## src/logic/dpsc_params.svh

```systemverilog
`ifndef DPSC_PARAMS_SVH
`define DPSC_PARAMS_SVH
// register indices; byte address is four times the index
`define DPSC_IDX_ROUTE 10'h024
`define DPSC_IDX_DECIM 10'h025
`define DPSC_IDX_STAT 10'h028
// path_routing_control fields
`define DPSC_AVG_BIT 5
`define DPSC_SEL_HI 4
`define DPSC_SEL_LO 3
`define DPSC_FEAT_BIT 2
`define DPSC_DEC_EN_BIT 1
`define DPSC_ROUTE_MASK 8'h3E
// decimation_mode_control fields
`define DPSC_SEL_EN_BIT 7
`define DPSC_RATIO_HI 6
`define DPSC_RATIO_LO 4
`define DPSC_REAL_BIT 3
`define DPSC_PHASE_BIT 0
`define DPSC_DECIM_MASK 8'hF9
// reset values
`define DPSC_ROUTE_RST 8'h00
`define DPSC_DECIM_RST 8'h00
// largest used ratio code (divide by 32)
`define DPSC_RATIO_MAX 3'h5
`endif

```

## src/logic/dpsc_pkg.sv

```systemverilog
package dpsc_pkg;
   // input select codes
   typedef enum logic [1:0] {
      DPSC_SEL_STRAIGHT = 2'h0,
      DPSC_SEL_A_BOTH = 2'h1,
      DPSC_SEL_B_BOTH = 2'h2,
      DPSC_SEL_AVG = 2'h3
   } dpsc_sel_t;
   // one sample for each of the two paths
   typedef struct packed {
      logic [15:0] a;
      logic [15:0] b;
   } dpsc_pair_t;
   // decoded configuration handed to the data path
   typedef struct packed {
      logic avg_en;
      dpsc_sel_t sel;
      logic sel_en;
      logic feat;
      logic dec_en;
      logic [2:0] ratio;
      logic real_mode;
      logic phase_inv;
   } dpsc_cfg_t;
   // ratio code to shift count; unused codes act as no decimation
   function automatic logic [2:0] dpsc_ratio_shift(input logic [2:0] code);
      dpsc_ratio_shift = (code > 3'h5) ? 3'h0 : code;
   endfunction
endpackage

```

## src/logic/dpsc_route.sv

```systemverilog
`timescale 1ns/1ps
`default_nettype none
module dpsc_route
   import dpsc_pkg::*;
(
   // clock and reset
   input wire logic mclk_i,
   input wire logic rst_b_i,
   // samples in
   input wire dpsc_pkg::dpsc_pair_t raw_i,
   input wire logic valid_i,
   // routing controls
   input wire logic avg_en_i,
   input wire logic sel_en_i,
   input wire dpsc_pkg::dpsc_sel_t sel_i,
   // routed samples
   output dpsc_pkg::dpsc_pair_t pair_o,
   output logic valid_o
);
   logic signed [16:0] sum_w; // one extra bit so the sum cannot wrap
   logic [15:0] avg_w;
   dpsc_pair_t pair_d;

   // averaging block; without its enable it just passes channel A
   always_comb begin
      sum_w = $signed({raw_i.a[15], raw_i.a}) + $signed({raw_i.b[15], raw_i.b});
      avg_w = avg_en_i ? sum_w[16:1] : raw_i.a;
   end

   // input multiplexer; disabled it falls back to straight routing
   always_comb begin
      pair_d = raw_i;
      if (sel_en_i) begin
         case (sel_i)
            DPSC_SEL_STRAIGHT: pair_d = raw_i;
            DPSC_SEL_A_BOTH: pair_d = '{a: raw_i.a, b: raw_i.a};
            DPSC_SEL_B_BOTH: pair_d = '{a: raw_i.b, b: raw_i.b};
            DPSC_SEL_AVG: pair_d = '{a: avg_w, b: avg_w};
            default: pair_d = raw_i;
         endcase
      end
   end

   // one register stage
   always_ff @(posedge mclk_i or negedge rst_b_i) begin
      if (!rst_b_i) begin
         pair_o <= '0;
         valid_o <= 1'b0;
      end else begin
         pair_o <= pair_d;
         valid_o <= valid_i;
      end
   end
endmodule
`default_nettype wire

```

## src/logic/dpsc_decim.sv

```systemverilog
`timescale 1ns/1ps
`default_nettype none
module dpsc_decim #(
   parameter int W = 16
) (
   // clock and reset
   input wire logic mclk_i,
   input wire logic rst_b_i,
   // sample in
   input wire logic [W-1:0] sample_i,
   input wire logic valid_i,
   // controls
   input wire logic en_i,
   input wire logic [2:0] shift_i,
   input wire logic real_i,
   input wire logic mix_neg_i,
   // sample out
   output logic [W-1:0] sample_o,
   output logic valid_o
);
   logic signed [W+5:0] acc_q; // room for 32 samples
   logic [4:0] cnt_q;
   logic [4:0] last_w;
   logic signed [W+5:0] in_w;
   logic signed [W+5:0] tot_w;

   // complex mode mixes by the oscillator sign; real mode skips it
   always_comb begin
      in_w = (W+6)'($signed(sample_i));
      if (!real_i && mix_neg_i) begin
         in_w = -in_w;
      end
      last_w = 5'((32'd1 << shift_i) - 32'd1);
      tot_w = acc_q + in_w;
   end

   // boxcar low pass: sum a block of samples, then scale down
   always_ff @(posedge mclk_i or negedge rst_b_i) begin
      if (!rst_b_i) begin
         acc_q <= '0;
         cnt_q <= '0;
         sample_o <= '0;
         valid_o <= 1'b0;
      end else begin
         valid_o <= 1'b0;
         if (!en_i) begin
            acc_q <= '0;
            cnt_q <= '0;
         end else if (valid_i) begin
            if (cnt_q == last_w) begin
               sample_o <= W'(tot_w >>> shift_i);
               valid_o <= 1'b1;
               acc_q <= '0;
               cnt_q <= '0;
            end else begin
               acc_q <= tot_w;
               cnt_q <= cnt_q + 5'h1;
            end
         end
      end
   end
endmodule
`default_nettype wire

```

## src/logic/dpsc_top.sv

```systemverilog
// Functional notes
// - average enable gives (A+B)/2 of both channels
// - select codes route channels to the paths
// - code 11 feeds average into both paths
// - routing applies only while select is enabled
// - feature path off takes lowest latency route
// - decimator enable acts on both channels
// - ratio code picks divide by 1 to 32
// - one ratio governs both channels
// - real mode is low pass, else complex
// - phase invert negates oscillator phase
//
// Local design decision: the APB register port.
`timescale 1ns/1ps
`default_nettype none
`include "dpsc_params.svh"
module dpsc_top #(
   parameter int PW = 16 // oscillator phase width
) (
   // clock and reset
   input wire logic mclk_i,
   input wire logic rst_b_i,
   // apb slave
   input wire logic psel_i,
   input wire logic penable_i,
   input wire logic pwrite_i,
   input wire logic [11:0] paddr_i,
   input wire logic [31:0] pwdata_i,
   output logic [31:0] prdata_o,
   output logic pready_o,
   output logic pslverr_o,
   // converter samples
   input wire dpsc_pkg::dpsc_pair_t adc_i,
   input wire logic adc_valid_i,
   // oscillator phase
   input wire logic [PW-1:0] nco_phase_i,
   output logic [PW-1:0] nco_phase_o,
   // downconverter path outputs
   output dpsc_pkg::dpsc_pair_t path_o,
   output logic path_valid_o,
   // configuration seen by neighbouring blocks
   output logic feature_path_o,
   output logic decim_en_o,
   output logic real_mode_o
);
   import dpsc_pkg::*;

   // latency: bypass and undecimated feature samples leave two edges after
   // they enter; decimated ones need the whole block, then one edge in the router, one in the
   // filter and one in the output flop
   // apb answers with zero wait states, and the master may begin the next
   // setup right after an access
   // the sample clock and the register clock are one and the same here

   // software registers, stored at full eight bits
   logic [7:0] route_q; // path_routing_control
   logic [7:0] decim_q; // decimation_mode_control

   // apb response flops
   logic [31:0] rdata_q;
   logic ready_q;
   logic err_q;

   // decoded configuration
   // rebuilt every cycle from the two registers, so it never goes stale
   dpsc_cfg_t cfg_w;

   // data path wires
   dpsc_pair_t routed_w;
   logic routed_valid_w;
   dpsc_pair_t dec_w; // both decimated samples, joined
   logic [15:0] dec_a_w; // path a filter output
   logic [15:0] dec_b_w; // path b filter output
   logic dec_a_valid_w;
   logic dec_b_valid_w;
   logic [2:0] shift_w;
   logic [PW-1:0] phase_w;
   logic mix_neg_w;

   // bypass delay stage, matches the routed stage by one cycle
   dpsc_pair_t bypass_q;
   logic bypass_valid_q;

   // output flops
   dpsc_pair_t path_q;
   logic path_valid_q;
   logic [PW-1:0] phase_q;
   logic feat_q;
   logic dec_en_q;
   logic real_q;

   // status: output sample counter, wraps
   logic [7:0] out_cnt_q;

   // word index of the current apb address
   logic [9:0] idx_w;
   logic aligned_w;
   logic hit_route_w;
   logic hit_decim_w;
   logic hit_stat_w;
   logic setup_w;
   logic write_w;

   // -------- apb decode --------

   // registers sit on word indices, so the byte address is four times one
   // bits 1:0 must be zero; byte lanes are not supported
   always_comb begin
      idx_w = paddr_i[11:2];
      aligned_w = (paddr_i[1:0] == 2'h0);
      hit_route_w = aligned_w && (idx_w == `DPSC_IDX_ROUTE);
      hit_decim_w = aligned_w && (idx_w == `DPSC_IDX_DECIM);
      hit_stat_w = aligned_w && (idx_w == `DPSC_IDX_STAT);
      setup_w = psel_i && !penable_i;
      // a write lands only at the edge that completes the access
      write_w = psel_i && penable_i && ready_q && pwrite_i;
   end

   // answer is prepared during setup, so access phase never waits
   // trade-off: one fixed access cycle keeps the bus simple, but a future
   // register with slow side effects must still fit inside it
   always_ff @(posedge mclk_i or negedge rst_b_i) begin
      if (!rst_b_i) begin
         ready_q <= 1'b0;
      end else begin
         ready_q <= setup_w;
      end
   end

   // unmapped addresses complete with an error and change nothing
   // the status word is read only: a write to it completes without error
   // and is dropped
   always_ff @(posedge mclk_i or negedge rst_b_i) begin
      if (!rst_b_i) begin
         err_q <= 1'b0;
      end else if (setup_w) begin
         err_q <= !(hit_route_w || hit_decim_w || hit_stat_w);
      end else begin
         err_q <= 1'b0;
      end
   end

   // read data captured in setup; config cannot change before access ends
   // clearing it while idle keeps stale values off the bus, so a reader
   // that looks outside a transfer sees zero once the first idle edge has passed
   always_ff @(posedge mclk_i or negedge rst_b_i) begin
      if (!rst_b_i) begin
         rdata_q <= '0;
      end else if (setup_w && !pwrite_i) begin
         if (hit_route_w) begin
            rdata_q <= {24'h000000, route_q};
         end else if (hit_decim_w) begin
            rdata_q <= {24'h000000, decim_q};
         end else if (hit_stat_w) begin
            rdata_q <= {24'h000000, out_cnt_q};
         end else begin
            rdata_q <= '0;
         end
      end else if (!psel_i) begin
         rdata_q <= '0;
      end
   end

   // -------- software registers --------

   // both registers reset to zero: bypass path, filter off, select off
   // reserved bits are masked off, so they read zero and steer nothing
   always_ff @(posedge mclk_i or negedge rst_b_i) begin
      if (!rst_b_i) begin
         route_q <= `DPSC_ROUTE_RST;
      end else if (write_w && hit_route_w) begin
         route_q <= pwdata_i[7:0] & `DPSC_ROUTE_MASK;
      end
   end

   // second control register, same masking
   always_ff @(posedge mclk_i or negedge rst_b_i) begin
      if (!rst_b_i) begin
         decim_q <= `DPSC_DECIM_RST;
      end else if (write_w && hit_decim_w) begin
         decim_q <= pwdata_i[7:0] & `DPSC_DECIM_MASK;
      end
   end

   // field extraction; averaging set-up is left to software
   // no combination is refused: fields that do not form an averaging setup
   // still route, just not as averages
   always_comb begin
      cfg_w.avg_en = route_q[`DPSC_AVG_BIT];
      cfg_w.sel = dpsc_sel_t'(route_q[`DPSC_SEL_HI:`DPSC_SEL_LO]);
      cfg_w.feat = route_q[`DPSC_FEAT_BIT];
      cfg_w.dec_en = route_q[`DPSC_DEC_EN_BIT];
      cfg_w.sel_en = decim_q[`DPSC_SEL_EN_BIT];
      cfg_w.ratio = decim_q[`DPSC_RATIO_HI:`DPSC_RATIO_LO];
      cfg_w.real_mode = decim_q[`DPSC_REAL_BIT];
      cfg_w.phase_inv = decim_q[`DPSC_PHASE_BIT];
   end

   // -------- oscillator phase --------

   // inversion is a two's complement negate of the phase word
   // a zero phase stays zero when inverted
   // limitation: mixing is only a sign flip by the phase msb, a stand-in
   // for the real oscillator that lives outside this block
   always_comb begin
      phase_w = cfg_w.phase_inv ? PW'(-nco_phase_i) : nco_phase_i;
      // sign of the phase picks the mixing sign for complex mode
      mix_neg_w = phase_w[PW-1];
      // one shift count serves both channels
      shift_w = dpsc_ratio_shift(cfg_w.ratio);
   end

   // -------- data path --------

   // input selection and averaging
   // the router adds one register stage in front of the filters
   dpsc_route u_route (
      .mclk_i(mclk_i),
      .rst_b_i(rst_b_i),
      .raw_i(adc_i),
      .valid_i(adc_valid_i),
      .avg_en_i(cfg_w.avg_en),
      .sel_en_i(cfg_w.sel_en),
      .sel_i(cfg_w.sel),
      .pair_o(routed_w),
      .valid_o(routed_valid_w)
   );

   // path a decimator
   // the filter restarts its count whenever the enable is low
   dpsc_decim #(
      .W(16)
   ) u_dec_a (
      .mclk_i(mclk_i),
      .rst_b_i(rst_b_i),
      .sample_i(routed_w.a),
      .valid_i(routed_valid_w),
      .en_i(cfg_w.dec_en),
      .shift_i(shift_w),
      .real_i(cfg_w.real_mode),
      .mix_neg_i(mix_neg_w),
      .sample_o(dec_a_w),
      .valid_o(dec_a_valid_w)
   );

   // path b decimator, same ratio and mode as path a
   // sharing shift and mode inputs is what keeps the two paths identical
   dpsc_decim #(
      .W(16)
   ) u_dec_b (
      .mclk_i(mclk_i),
      .rst_b_i(rst_b_i),
      .sample_i(routed_w.b),
      .valid_i(routed_valid_w),
      .en_i(cfg_w.dec_en),
      .shift_i(shift_w),
      .real_i(cfg_w.real_mode),
      .mix_neg_i(mix_neg_w),
      .sample_o(dec_b_w),
      .valid_o(dec_b_valid_w)
   );

   // the two filter outputs come from separate instances, so each has its
   // own net and they are joined here into one carrier
   always_comb begin
      dec_w.a = dec_a_w;
      dec_w.b = dec_b_w;
   end

   // bypass register; raw channels never see the mux or filter
   // it also keeps bypass latency equal to the undecimated feature path
   always_ff @(posedge mclk_i or negedge rst_b_i) begin
      if (!rst_b_i) begin
         bypass_q <= '0;
         bypass_valid_q <= 1'b0;
      end else begin
         bypass_q <= adc_i;
         bypass_valid_q <= adc_valid_i;
      end
   end

   // output selection: bypass, full rate features, or decimated
   // switching paths mid stream may drop or repeat one sample; software
   // should change these fields only while the converter is idle
   always_ff @(posedge mclk_i or negedge rst_b_i) begin
      if (!rst_b_i) begin
         path_q <= '0;
         path_valid_q <= 1'b0;
      end else if (!cfg_w.feat) begin
         // lowest latency: skip the whole feature block
         path_q <= bypass_q;
         path_valid_q <= bypass_valid_q;
      end else if (!cfg_w.dec_en) begin
         // feature path with filter off passes routed samples
         path_q <= routed_w;
         path_valid_q <= routed_valid_w;
      end else begin
         // both filters run in lock step; the a and b strobes are anded into one
         path_q <= dec_w;
         path_valid_q <= dec_a_valid_w && dec_b_valid_w;
      end
   end

   // configuration and phase outputs, registered
   // neighbours see a register write one edge after it lands
   always_ff @(posedge mclk_i or negedge rst_b_i) begin
      if (!rst_b_i) begin
         phase_q <= '0;
         feat_q <= 1'b0;
         dec_en_q <= 1'b0;
         real_q <= 1'b0;
      end else begin
         phase_q <= phase_w;
         feat_q <= cfg_w.feat;
         dec_en_q <= cfg_w.dec_en;
         real_q <= cfg_w.real_mode;
      end
   end

   // status counter of delivered output samples
   // eight bits wrap silently, so software must poll often enough
   always_ff @(posedge mclk_i or negedge rst_b_i) begin
      if (!rst_b_i) begin
         out_cnt_q <= '0;
      end else if (path_valid_q) begin
         out_cnt_q <= out_cnt_q + 8'h01;
      end
   end

   // -------- outputs --------
   // every output is a flop output; these assigns only rename
   assign prdata_o = rdata_q;
   assign pready_o = ready_q;
   assign pslverr_o = err_q;
   assign path_o = path_q;
   assign path_valid_o = path_valid_q;
   assign nco_phase_o = phase_q;
   assign feature_path_o = feat_q;
   assign decim_en_o = dec_en_q;
   assign real_mode_o = real_q;
endmodule
`default_nettype wire

```

## config.mk

```make
export PLATFORM = sky130hd
export DESIGN_NAME = dpsc_top
export DESIGN_NICKNAME = d
export VERILOG_FILES = /design/src/logic/dpsc_pkg.sv /design/src/logic/dpsc_route.sv /design/src/logic/dpsc_decim.sv /design/src/logic/dpsc_top.sv
export VERILOG_INCLUDE_DIRS = /design/src /design/src/logic
export SDC_FILE = /design/constraint.sdc
export NUM_CORES = 1
export LEC_CHECK = 0
export BUFFER_PORTS_ARGS = -buffer_cell sky130_fd_sc_hd__buf_2
export CELL_PAD_IN_SITES_DETAIL_PLACEMENT = 0
export CELL_PAD_IN_SITES_GLOBAL_PLACEMENT = 1
export CORE_ASPECT_RATIO = 1.1
export CORE_MARGIN = 1.5
export CORE_UTILIZATION = 30
export DETAILED_ROUTE_END_ITERATION = 10
export PLACE_DENSITY_LB_ADDON = 0.1
export SLEW_MARGIN = 20
export SYNTH_ARGS = -nofsm -noshare
export SYNTH_HDL_FRONTEND = slang
export SYNTH_SLANG_ARGS = --single-unit
```

## constraint.sdc

```tcl
create_clock -name mclk_i -period 8.4 [get_ports mclk_i]
set_input_delay 0.84 -clock mclk_i [delete_from_list [all_inputs] [get_ports mclk_i]]
set_output_delay 0.84 -clock mclk_i [all_outputs]
set_load 0.02 [all_outputs]
```

## Word-level counts from Yosys, hierarchy flattened

Cells that the tools add are included.

| storage, ports and cells | value |
|---|---|
| register bits | 258 |
| bits in latches | 0 |
| bits in writable memories | 0 |
| ROM bits | 0 |
| output and inout port bits | 86 |
| memories kept | 0 |

| cells by class | value |
|---|---|
| $add $sub $neg | 10 |
| $mul | 0 |
| div/mod/pow operators | 0 |
| order comparisons | 1 |
| equal/unequal tests | 10 |
| shift operators | 3 |
| mux-type cells | 35 |
| bitwise operators | 0 |
| reduce and logical (&&, ||, !) cells | 22 |

Operator list:

| operator | count |
|---|---|
| $mux 32 | 6 |
| $mux 22 | 8 |
| $pmux 32 s4 | 1 |
| $add 22x22->22 | 2 |
| $neg 16->22 | 2 |
| $sshr 22x3->16 | 2 |
| $mux 16 | 2 |
| $eq 10x6->1 const B | 3 |
| $mux 5 | 6 |
| $add 16x16->17 | 1 |
| $mux 8 | 2 |
| $neg 16->16 | 1 |
| $logic_and 1x1->1 | 12 |
| $add 5x1->5 const B | 2 |
| $eq 5x5->1 | 2 |
| $mux 1 | 9 |
| $add 8x1->8 const B | 1 |
| $reduce_and 3->1 | 2 |
| $shl 1x3->5 const A | 1 |
| $sub 5x1->5 const B | 1 |
| $eq 2x2->1 const B | 2 |
| $logic_not 1->1 | 4 |
| $logic_not 2->1 | 2 |
| $ne 2x1->1 const B | 2 |
| 4 further kinds | 5 |

## Longest topological paths before layout

Gate-level depths: netlist of the first run.

| logic depth | value |
|---|---|
| depth in word-level cells | 8 |
| mapped depth | 19 |
| mapped depth without buffers | 17 |

## Modules after synthesis

A second synthesis of the first run with hierarchy kept.

| unflattened totals | value |
|---|---|
| cells, all modules | 1659 |
| area, all modules | 15233.4 µm² |

Modules (own cells, without submodules):

| module | times used | cells an instance | area an instance (µm²) | sequential area each (µm²) |
|---|---|---|---|---|
| dpsc_top | 1 | 380 | 4648.2 | 2852.7 |
| dpsc_decim (u_dec_a) | 1 | 501 | 4113.9 | 1101.1 |
| dpsc_decim (u_dec_b) | 1 | 479 | 4007.6 | 1101.1 |
| dpsc_route | 1 | 299 | 2463.6 | 825.8 |

## Least setup slack after synthesis of the first run

Ideal clock, no wire load.

| timing path | value |
|---|---|
| path kind | input to register |
| start | input nco_phase_i[5] |
| end | register u_dec_b.sample_o[10] |
| arrival | 5.580 ns |
| slack | 2.694 ns |
| stages on the path | 19 |
| buffers on the path | 2 |
| path through | or4_1 -> or4_4 -> o31ai_4 -> xnor2_1 -> nor2b_1 -> clkbuf_1 -> o41ai_1 -> xnor2_1 -> ha_1 -> clkbuf_1 -> nor4_1 -> nor4_1 -> and2_0 -> or4_1 -> and3_1 -> mux2_2 -> mux2_2 -> and2_1 -> a221o_1 |

| on the way | value |
|---|---|
| cells in the longest elaborated chain, start to end | 6 |

Ends and longest elaborated chain:

| element | line | source |
|---|---|---|
| start, declared | dpsc_top.sv:36 | `input wire logic [PW-1:0] nco_phase_i,` |
| $neg 16->16 | dpsc_top.sv:206 | `phase_w = cfg_w.phase_inv ? PW'(-nco_phase_i) : nco_phase_i;` |
| $mux 16 | dpsc_top.sv:206 |  |
| via phase_w[15] | dpsc_top.sv:77 | `logic [PW-1:0] phase_w;` |
| $logic_and 1x1->1 | dpsc_decim.sv:30 | `if (!real_i && mix_neg_i) begin` |
| $mux 22 | dpsc_decim.sv:30 |  |
| $add 22x22->22 | dpsc_decim.sv:34 | `tot_w = acc_q + in_w;` |
| $sshr 22x3->16 | dpsc_decim.sv:51 | `sample_o <= W'(tot_w >>> shift_i);` |
| end signal, assigned | dpsc_decim.sv:51 |  |
| end, declared | dpsc_decim.sv:18 | `output logic [W-1:0] sample_o,` |

The timed path passes the listed nets, and every way through them passes these cells.
A chain may end at the register's enable or synchronous reset.

## Worst setup path in the final report of the first run

| timing path | value |
|---|---|
| start | input nco_phase_i[5] |
| end | register u_dec_b.sample_o[10] |

| on the way | value |
|---|---|
| cells in the longest elaborated chain, start to end | 6 |

Ends and longest elaborated chain:

| element | line |
|---|---|
| $neg 16->16 | dpsc_top.sv:206 |
| $mux 16 | dpsc_top.sv:206 |
| $logic_and 1x1->1 | dpsc_decim.sv:30 |
| $mux 22 | dpsc_decim.sv:30 |
| $add 22x22->22 | dpsc_decim.sv:34 |
| $sshr 22x3->16 | dpsc_decim.sv:51 |

No other way between the ends.

==> results of run 1 <==
[registers in the layout (all words and copies together), names as in the netlist, 5 cells and up]
name / cells
u_dec_b.cnt_q: 5
nco_phase_o: 16
route_q: 5
decim_q: 6
u_dec_a.acc_q: 22
prdata_o: 8
u_dec_a.sample_o: 16
out_cnt_q: 8
u_route.pair_o: 32
u_dec_b.sample_o: 16
bypass_q: 32
u_dec_a.cnt_q: 5
u_dec_b.acc_q: 22
path_o: 32
[worst max-delay path: stages]
cell and delay, ns:
buf_2 0.11, or4_1 0.54, or4_4 0.52, o31ai_4 0.30
mux2i_2 0.82, a21oi_1 0.12, xor2_1 0.35, ha_1 0.37
o21ai_0 0.18, a21oi_1 0.08, o41ai_1 0.53, a21oi_1 0.25
or3_1 0.38, and2_1 0.19, mux4_2 0.50, a221o_1 0.34
[power groups by stage]
stage | Combinational (mW) | Clock [mW] | Sequential (mW)
6_report | 0.416 | 1.32 | 1.22
3_5_place_dp | 0.418 | 0 | 1.24
2_1_floorplan | 0.263 | 0 | 1.24
4_1_cts | 0.420 | 1.36 | 1.22
3_3_place_gp | 0.418 | 0 | 1.24
5_1_grt | 0.464 | 1.41 | 1.22
[routing by layer]
layer / track usage, % / share of wire [%] / up-vias
met5: 0 / 0 / -
met4: 3.57 / 1.3 / 0
met2: 32.1 / 48 / 263
met1: 26.5 / 46 / 5976
met3: 2.97 / 4.7 / 45
li1: - / - / 5915
[path summary, 6_finish.rpt]
kind                                        end           start  cells past startpoint
max in group asynchronous     u_route.pair_o[5]         rst_b_i                      2
min                             nco_phase_o[11]         rst_b_i                      1
min in group mclk_i             u_route.valid_o     adc_valid_i                      1
min reg2reg                        out_cnt_q[7]    out_cnt_q[7]                      1
max reg2reg                u_dec_b.sample_o[10]      decim_q[0]                     13
max                        u_dec_b.sample_o[10]  nco_phase_i[5]                     16
[through the flow]
step / area, um2 / power (mW)
detailed placement: 15900 / 1.65
global route: 16900 / 3.10
floorplan: 14700 / 1.50
CTS: 16900 / 3.00
global placement: 15900 / 1.65
finish: 16900 / 2.95
[placed cells by master (no fill, tap or decap), types with 13 or more instances in the layout]
cell type / netlist / layout
and3_1: 13 / 13
dfrtp_1: 234 / 232
o21ai_0: 129 / 129
o21a_1: 17 / 17
a211oi_1: 16 / 16
xor2_1: 37 / 37
xnor2_1: 65 / 65
a21oi_1: 123 / 123
conb_1: 1 / 24
buf_4: 24 / 18
nor3_1: 33 / 33
inv_1: 39 / 39
clkbuf_16: 0 / 29
nor2_1: 144 / 142
mux2i_1: 63 / 62
nand2_1: 137 / 137
nor2b_1: 18 / 16
nand3_1: 25 / 25
a22o_1: 32 / 32
a21o_1: 19 / 19
ha_1: 67 / 67
buf_2: 0 / 134
mux2_2: 20 / 20
nand4_1: 14 / 14
o211ai_1: 18 / 18
[kinds of logic after synthesis]
family	after synthesis	share of synthesized area, %
buf+inv	149	4.45
simple gates	459	14.7
other cells	1	0.0257
mux	91	7.04
fa+ha+maj	70	6.15
compound gates	478	21.1
xor+xnor	104	6.43
flops	234	40.1
[layout make-up]
type                    instances  area (um2)  area share (%)
multi-input cells            1226        8210            48.7
clock buffers                  35         788            4.67
well taps                     645         807            4.78
inverters                      40         150           0.890
flip-flops and latches        234        5860            34.7
clock inverters                19         213            1.26
repair buffers                154         841            4.99
==> run metrics, run 1 <==
Synth top area share 40.1%; synthesized area 14600 um2; most used flip-flop cell after synthesis dfrtp_1; Initial Util 30.5%; fin. max-slew vios 0; crit end category register; Iter 0 DRT Violations 729; Synth area leaders dfrtp_1 40%, ha_1 5.7%, o21ai_0 4.4%; TNS Setup 0 ns; CTS Buffer Depth 3; routed len/inst between 20 and 25 um; status finished clean; RSZ-0062 raised after global routing false; Worst R2R Setup Slack ~3.3 ns; final hold vios 0; Fill cells between 5000 and 6000; # hold bufs at CTS 0; Critical Path RT 8.84 ns; Critical Setup Path Class in2reg; CTS tree built; total of max-cap violations 0; Post-synth EDFFs 0; IR drop worst, VDD about 140 uV; first-pass iteration count of the detailed router 5; share of cells above drive strength 1 between 10% and 20%; first-pass GRT wire length 74000 um; Placed Instances 2299; P per Cell Area between 150 and 200 nW/um2; Detail Placement HPWL approximately 35000 um; GR Util All Layers 19.2%; crit path DAT 6.43 ns; Slew @ Worst Pin 1.04 ns; Hold WS 0.231 ns; P_int 2.10 mW; most frequent cell after synthesis dfrtp_1; synth-to-layout area growth 15.5%; Clk pwr share 44.7%; routed via count roughly 12000; number of warnings issued by yosys 0; Seq/Total Area, Yosys 40.1%; WL final between 40000 and 50000 um; TritonCTS buffer count 29; Die Span Y 234 um; #FFs+latches synth around 230; sequential share of power 41.2%; P_leak 7.67 nW; post-CTS setup buffer count 0; die width 213 um; Net Sw Frac 28.9%; DRC 0; antenna cell count 0; DIE AREA between 50000 and 60000 um2; PortBufs 135; H-tree depth 1; CP max FO 12; crit share post-route between 70% and 80%; largest net degree at the start of global routing 168; initial antenna violation count 0; Comb pwr share between 10 and 15%; vias in the first global route 12200; post-cts sizing count 0; Post-Layout Cell Count 2353; Final #Nets 1853; row cnt between 80 and 90; grt total ovfl 0; ANT nets after route 0; skew final around 0.019 ns; Ports 184; Core ar. roughly 48000 um2; hold crit path type in2async; Sink Count 234; Root Buffer clkbuf_16; Worst Setup Slack post-DPL 1.80 ns; max_slew headroom 30.4%; clk_lat worst skew 0.57 ns; Vias/cell a little over 5; Synth cell types 77; cell taking the most area after synthesis dfrtp_1; GPL Wtd Cong 0.812; Final Setup Violations 0; setup ws final approximately 2.4 ns; post-route minimum period 5.99 ns; Clk pin slew, worst setup/hold paths 0.06 ns; top cells by count, synth 234 x dfrtp_1, 144 x nor2_1, 137 x nand2_1, 129 x o21ai_0, 123 x a21oi_1; Net Sw Power approximately 0.85 mW; syn_area_per_cell 9.21 um2; Synth async-reset ratio 100%; post-layout util 35.2%; maximum clock rate 0.167 GHz; Cells after Synth 1586; critical path launch point type input pin
Note: power is estimated with default switching activity, not from simulation.
==> inputs of run 2 (changes only) <==
==> constraint.sdc (replaced) <==
create_clock -name mclk_i -period 5.25 [get_ports mclk_i]
set_input_delay 0.525 -clock mclk_i [delete_from_list [all_inputs] [get_ports mclk_i]]
set_output_delay 0.525 -clock mclk_i [all_outputs]
set_load 0.02 [all_outputs]
==> run 2 against run 1 <==
Net effect: final cell count grew 7.0%; register-to-register slack lost 2.7 ns; total power grew 63%; die area is the same; combinational power grew 85%; global-route usage grew 0.23 points; clock skew grew 0.0031 ns; worst setup slack lost 2.2 ns; largest cell class unchanged; highest routed layer unchanged.
==> run metrics, run 2 (same netlist as run 1, synthesis figures left out) <==
Critical Path RT 5.75 ns; WL final approximately 49000 um; Iter 0 DRT Violations ~640; crit end category register; Net Sw Frac 28.0%; fin. max-slew vios 0; crit share post-route between 90 and 100%; sequential share of power 40.6%; crit path DAT about 5.5 ns; Hold WS 0.0576 ns; synth-to-layout area growth 24.2%; Root Buffer clkbuf_16; ANT nets after route 0; Non-Filler Cell Area, Final 18100 um2; status finished clean; P_int 3.46 mW; Vias/cell 5.01; Critical Setup Path Class in2reg; Die Span Y 234 um; Comb pwr share 16.0%; Area after DPL 17100 um2; DRC 0; largest net degree at the start of global routing 125; Ports 184; setup ws final approximately 0.24 ns; first-pass GRT wire length about 75000 um; PortBufs 135; max_slew headroom 39.0%; Net Sw Power 1.35 mW; IR drop worst, VDD 235 uV; CP max FO 12; Fill cells 5022; hold crit path type in2reg; grt total ovfl 0; share of cells above drive strength 1 22.2%; Clk pin slew, worst setup/hold paths 0.06 ns; post-CTS setup buffer count 0; CTS tree built; RSZ-0062 raised after global routing false; clk_lat worst skew just under 0.6 ns; Worst Setup Slack post-DPL -0.422 ns; total of max-cap violations 0; post-route minimum period 5.01 ns; final hold vios 0; vias in the first global route 12500; die width 213 um; antenna cell count 0; maximum clock rate ~0.2 GHz; Clk pwr share 43.4%; CTS Buffer Depth 3; Final Setup Violations 0; Final #Nets 2017; routed len/inst 19.4 um; first-pass iteration count of the detailed router 4; Slew @ Worst Pin between 0.9 and 1 ns; commonest non-fill, non-tap cell in the layout dfrtp_1; skew final between 0.02 and 0.025 ns; GR Util All Layers 19.5%; H-tree depth 1; Core ar. ~48000 um2; row cnt 84; TritonCTS buffer count 29; DIE AREA 50000 um2; most frequent cells in the layout 232 x dfrtp_1, 178 x buf_4, 144 x nor2_1; routed via count ~13000; initial antenna violation count 0; P_leak 8.50 nW; Sink Count roughly 230; Detail Placement HPWL approximately 37000 um; critical path launch point type input pin; GPL Wtd Cong 0.822; post-layout util ~38%; P per Cell Area ~260 nW/um2; Initial Util 30.5%
-- run 2: changes by cell type in the layout (fill, tap and decap cells not counted), sizes merged --
cell,before,now
clkinv,7,6
dlygate4sd3,0,1
clkbuf,35,43
buf,154,317
inv,44,40
clkinvlp,5,2
-- run 2: what timing repair did --
| item | CTS | global route |
|---|---|---|
| resized for setup | 0 | 2 |
| hold buffers | 0 | 1 |
| setup endpoints to repair | 0 | 3 |
| hold endpoints to repair | 0 | 23 |
-- run 2: worst paths after layout --
check,startpoint,cells after the start,end,slack [ns]
max,nco_phase_i[5],21,u_dec_b.sample_o[15],0.24
min,adc_valid_i,1,u_route.valid_o,0.06
max reg2reg,u_route.pair_o[4],17,u_dec_b.sample_o[15],0.64
min reg2reg,u_dec_a.sample_o[1],1,u_dec_a.sample_o[1],0.48
max in group asynchronous,rst_b_i,3,u_route.pair_o[11],3.89
min in group asynchronous,rst_b_i,2,u_dec_a.sample_o[15],0.40
-- run 2: power by group through the flow --
stage / sequential (mW) / combinational [mW] / clock, mW
after global routing: 1.96 / 0.854 / 2.23
after floorplan: 1.98 / 0.421 / 0
final: 1.95 / 0.769 / 2.09
after CTS: 1.95 / 0.774 / 2.16
after global placement: 1.98 / 0.766 / 0
after detailed placement: 1.98 / 0.771 / 0
-- run 2: cell type report --
cell class	count	area [um2]	share of cell area, %
Tap cell	645	807	4.45
Multi-Input combinational cell	1226	8220	45.3
Timing Repair Buffer	318	2120	11.7
Sequential cell	234	5860	32.3
Clock buffer	43	828	4.57
Clock inverter	11	161	0.890
Inverter	40	150	0.828
-- run 2: per-layer routing --
layer  global-route usage (%)  vias up  wire [um]
li1                         -     6232          -
met4                     4.29        0        910
met2                     32.0      221      23000
met3                     2.19       50       1580
met5                        0        -          0
met1                     27.5     6110      23200
-- run 2: metrics by stage --
step | std cells | setup TNS [ns] | total power, mW
after floorplan | 1609 | 0 | 2.40
after global routing | 2517 | 0 | 5.05
final | 2517 | 0 | 4.80
after global placement | 2461 | -4.65 | 2.75
after detailed placement | 2461 | -6.14 | 2.75
after CTS | 2515 | 0 | 4.88
-- run 2: critical path, cell delays in order --
cell and delay, ns:
buf_2 0.10, or4_1 0.55, or4_4 0.53, o31ai_4 0.26, xnor2_1 0.18, nor2b_2 0.22, buf_12 0.15, o21ai_0 0.18
fa_1 0.47, a21oi_1 0.30, o211ai_1 0.12, and2_0 0.20, buf_4 0.16, a2bb2oi_1 0.14, buf_4 0.16, a221oi_1 0.37
xnor2_1 0.19, a211oi_1 0.12, buf_4 0.15, mux2_2 0.26, a22oi_2 0.17
==> inputs of run 3 (changes only) <==
--- a/config.mk
+++ b/config.mk
@@ -14,6 +14,7 @@
 export CORE_UTILIZATION = 30
 export DETAILED_ROUTE_END_ITERATION = 10
 export PLACE_DENSITY_LB_ADDON = 0.1
+export RECOVER_POWER = 50
 export SLEW_MARGIN = 20
 export SYNTH_ARGS = -nofsm -noshare
 export SYNTH_HDL_FRONTEND = slang
==> run 3 against run 2 <==
Net effect: the flow now finishes with violations (capacitance limit, slew limit); fmax barely moved; combinational power is 1% lower; count of clock-buffer cells in the layout did not move; total power fell by 0.13%; final cell count did not move; critical path depth unchanged; core utilization decreased by 0.20 points; worst setup slack got worse by 0.0015 ns; via count rose by 0.39%; routed wire length hardly changed; final area decreased by 0.53%; critical path type unchanged; highest routed layer unchanged.
==> run metrics, run 3 (same netlist as run 1, synthesis figures left out) <==
routed len/inst 19.4 um; Detail Placement HPWL 36900 um; Core ar. 47900 um2; final hold vios 0; CTS Buffer Depth 3; initial antenna violation count 0; CP max-delay cell or4_1; r2r startpoint decim_q[0]; TritonCTS buffer count 29; hold depth 1; DRC 0; Ports roughly 180; synth-to-layout area growth 23.5%; P_leak roughly 8.4 nW; most used cell, CP buf_4; ANT nets after route 0; Area after DPL 17100 um2; first-pass GRT wire length 74800 um; Fill cells 5050; met1 Use GR roughly 27%; Vias/cell roughly 5.0; WL final 48800 um; crit path DAT between 5 and 6 ns; routed via count approximately 13000; CP max FO 12; min-delay src adc_valid_i; Post-Layout Cell Count 2517; Placed Instances between 2000 and 2500; max_slew headroom -73.6%; cell-by-cell trace of the critical path buf_2 > or4_1 > or4_4 > o31ai_4 > xnor2_1 > nor2b_2 > buf_12 > o21ai_0 > fa_1 > a21oi_1 > o211ai_1 > and2_0 > buf_4 > a2bb2oi_1 > buf_4 > a221oi_1 > xnor2_1 > a211oi_1 > buf_4 > mux2_2 > a22oi_2; Critical Setup Path Class in2reg; PortBufs 135; Final Setup Violations 0; H-tree depth 1; P per Cell Area 266 nW/um2; largest net degree at the start of global routing 125; grt total ovfl 0; M2 GR Usage 32.0%; share of cells above drive strength 1 20.2%; DIE AREA ~50000 um2; crit end category register; worst reg2reg path depth 19; total of max-cap violations 3; crit share post-route a little over nine tenths; Critical Path RT 5.75 ns; Clk pin slew, worst setup/hold paths 0.06 ns; Initial Util between 30% and 40%; RR Endpoint u_dec_b.sample_o[15]; multi-input logic area 8220 um2; Worst R2R Setup Slack 0.50 ns; Sink Count between 200 and 250; Non-Filler Cell Area, Final 18000 um2; GR Util All Layers 19.5%; row cnt 84; commonest non-fill, non-tap cell in the layout dfrtp_1; critical path launch point type input pin; Iter 0 DRT Violations roughly 700; IR drop worst, VDD 235 uV; skew final 0.0243 ns; vias in the first global route 12500; met3 GRT Util 2.19%; maximum clock rate 0.199 GHz; failing checks capacitance limit, slew limit; hold crit path type in2reg; CTS tree built; RSZ-0062 raised after global routing false; fin. max-slew vios ~240; Die Span Y 234 um; GRT busiest layer met2; Final #Nets a little over 2000; first-pass iteration count of the detailed router 5; TNS Setup 0 ns; status finished with violations; post-route minimum period 5.02 ns; Root Buffer clkbuf_16; post-layout util approximately 38%; Worst Hold Path EP u_route.valid_o; GPL Wtd Cong 0.822; CP max stage delay 0.55 ns; register area 5860 um2; Slew @ Worst Pin 2.60 ns; most frequent cells in the layout 234 x dfrtp_1, 176 x buf_4, 144 x nor2_1; clk_lat worst skew 0.59 ns; antenna cell count 0; die width 213 um
==> run 3: changes by cell type in the layout (fill, tap and decap cells not counted), sizes merged <==
cell	before	now
buf	317	280
clkbuf	43	80
==> run 3: critical path: cells and delay by family <==
family	cells	cell delay, ns
AOI/OAI and AO/OA	8	1.66
muxes	1	0.26
buffers and inverters	5	0.72
and+or+nand+nor	4	1.50
xor gates and xnor gates	2	0.37
adders and majority gates	1	0.47
==> run 3: how the worst max path moves through the flow <==
stage | from | endpoint | slack [ns]
detailed placement | nco_phase_i[5] | u_dec_a.sample_o[8] | -0.42
CTS | nco_phase_i[5] | u_dec_a.sample_o[8] | 0.17
global placement | nco_phase_i[5] | u_dec_a.sample_o[8] | -0.38
floorplan | nco_phase_i[5] | u_dec_b.sample_o[10] | 0.01
finish | nco_phase_i[5] | u_dec_b.sample_o[15] | 0.23
global route | nco_phase_i[5] | u_dec_b.sample_o[15] | 0.003
==> run 3: layer usage <==
layer	vias to the layer above	part of all wire, %	wire length, um
met4	0	1.9	920
met1	6141	48	23200
met2	247	47	23000
met5	-	0	0
li1	6224	-	-
met3	50	3.5	1700
==> run 3: what timing repair did <==
item,in CTS,in global routing
hold buffers,0,1
resized for setup,0,2
endpoints found under the setup margin,0,3
buffers inserted,0,0
hold endpoints to repair,0,23
==> run 3: cell type report <==
class / count / share of cell area [%]
Timing Repair Buffer: 318 / 11.2
Clock inverter: 11 / 0.894
Multi-Input combinational cell: 1226 / 45.5
Sequential cell: 234 / 32.4
Clock buffer: 43 / 4.59
Inverter: 40 / 0.832
Tap cell: 645 / 4.47
==> run 3: per-stage QoR <==
stage / total power [mW] / worst slack [ns] / hold WS [ns]
6_report: 4.80 / 0.234 / 0.0558
5_1_grt: 5.04 / 0.00257 / 0.0347
4_1_cts: 4.88 / 0.174 / 0.0183
3_5_place_dp: 2.75 / -0.422 / 0.467
3_3_place_gp: 2.75 / -0.378 / 0.463
2_1_floorplan: 2.40 / 0.0132 / 0.229
==> run 3: power breakdown <==
group | internal [mW] | total, mW | leakage (nW) | switching (mW)
Clock | 1.25 | 2.09 | 0.477 | 0.844
Sequential | 1.88 | 1.95 | 2.89 | 0.0715
Combinational | 0.328 | 0.760 | 5.02 | 0.432
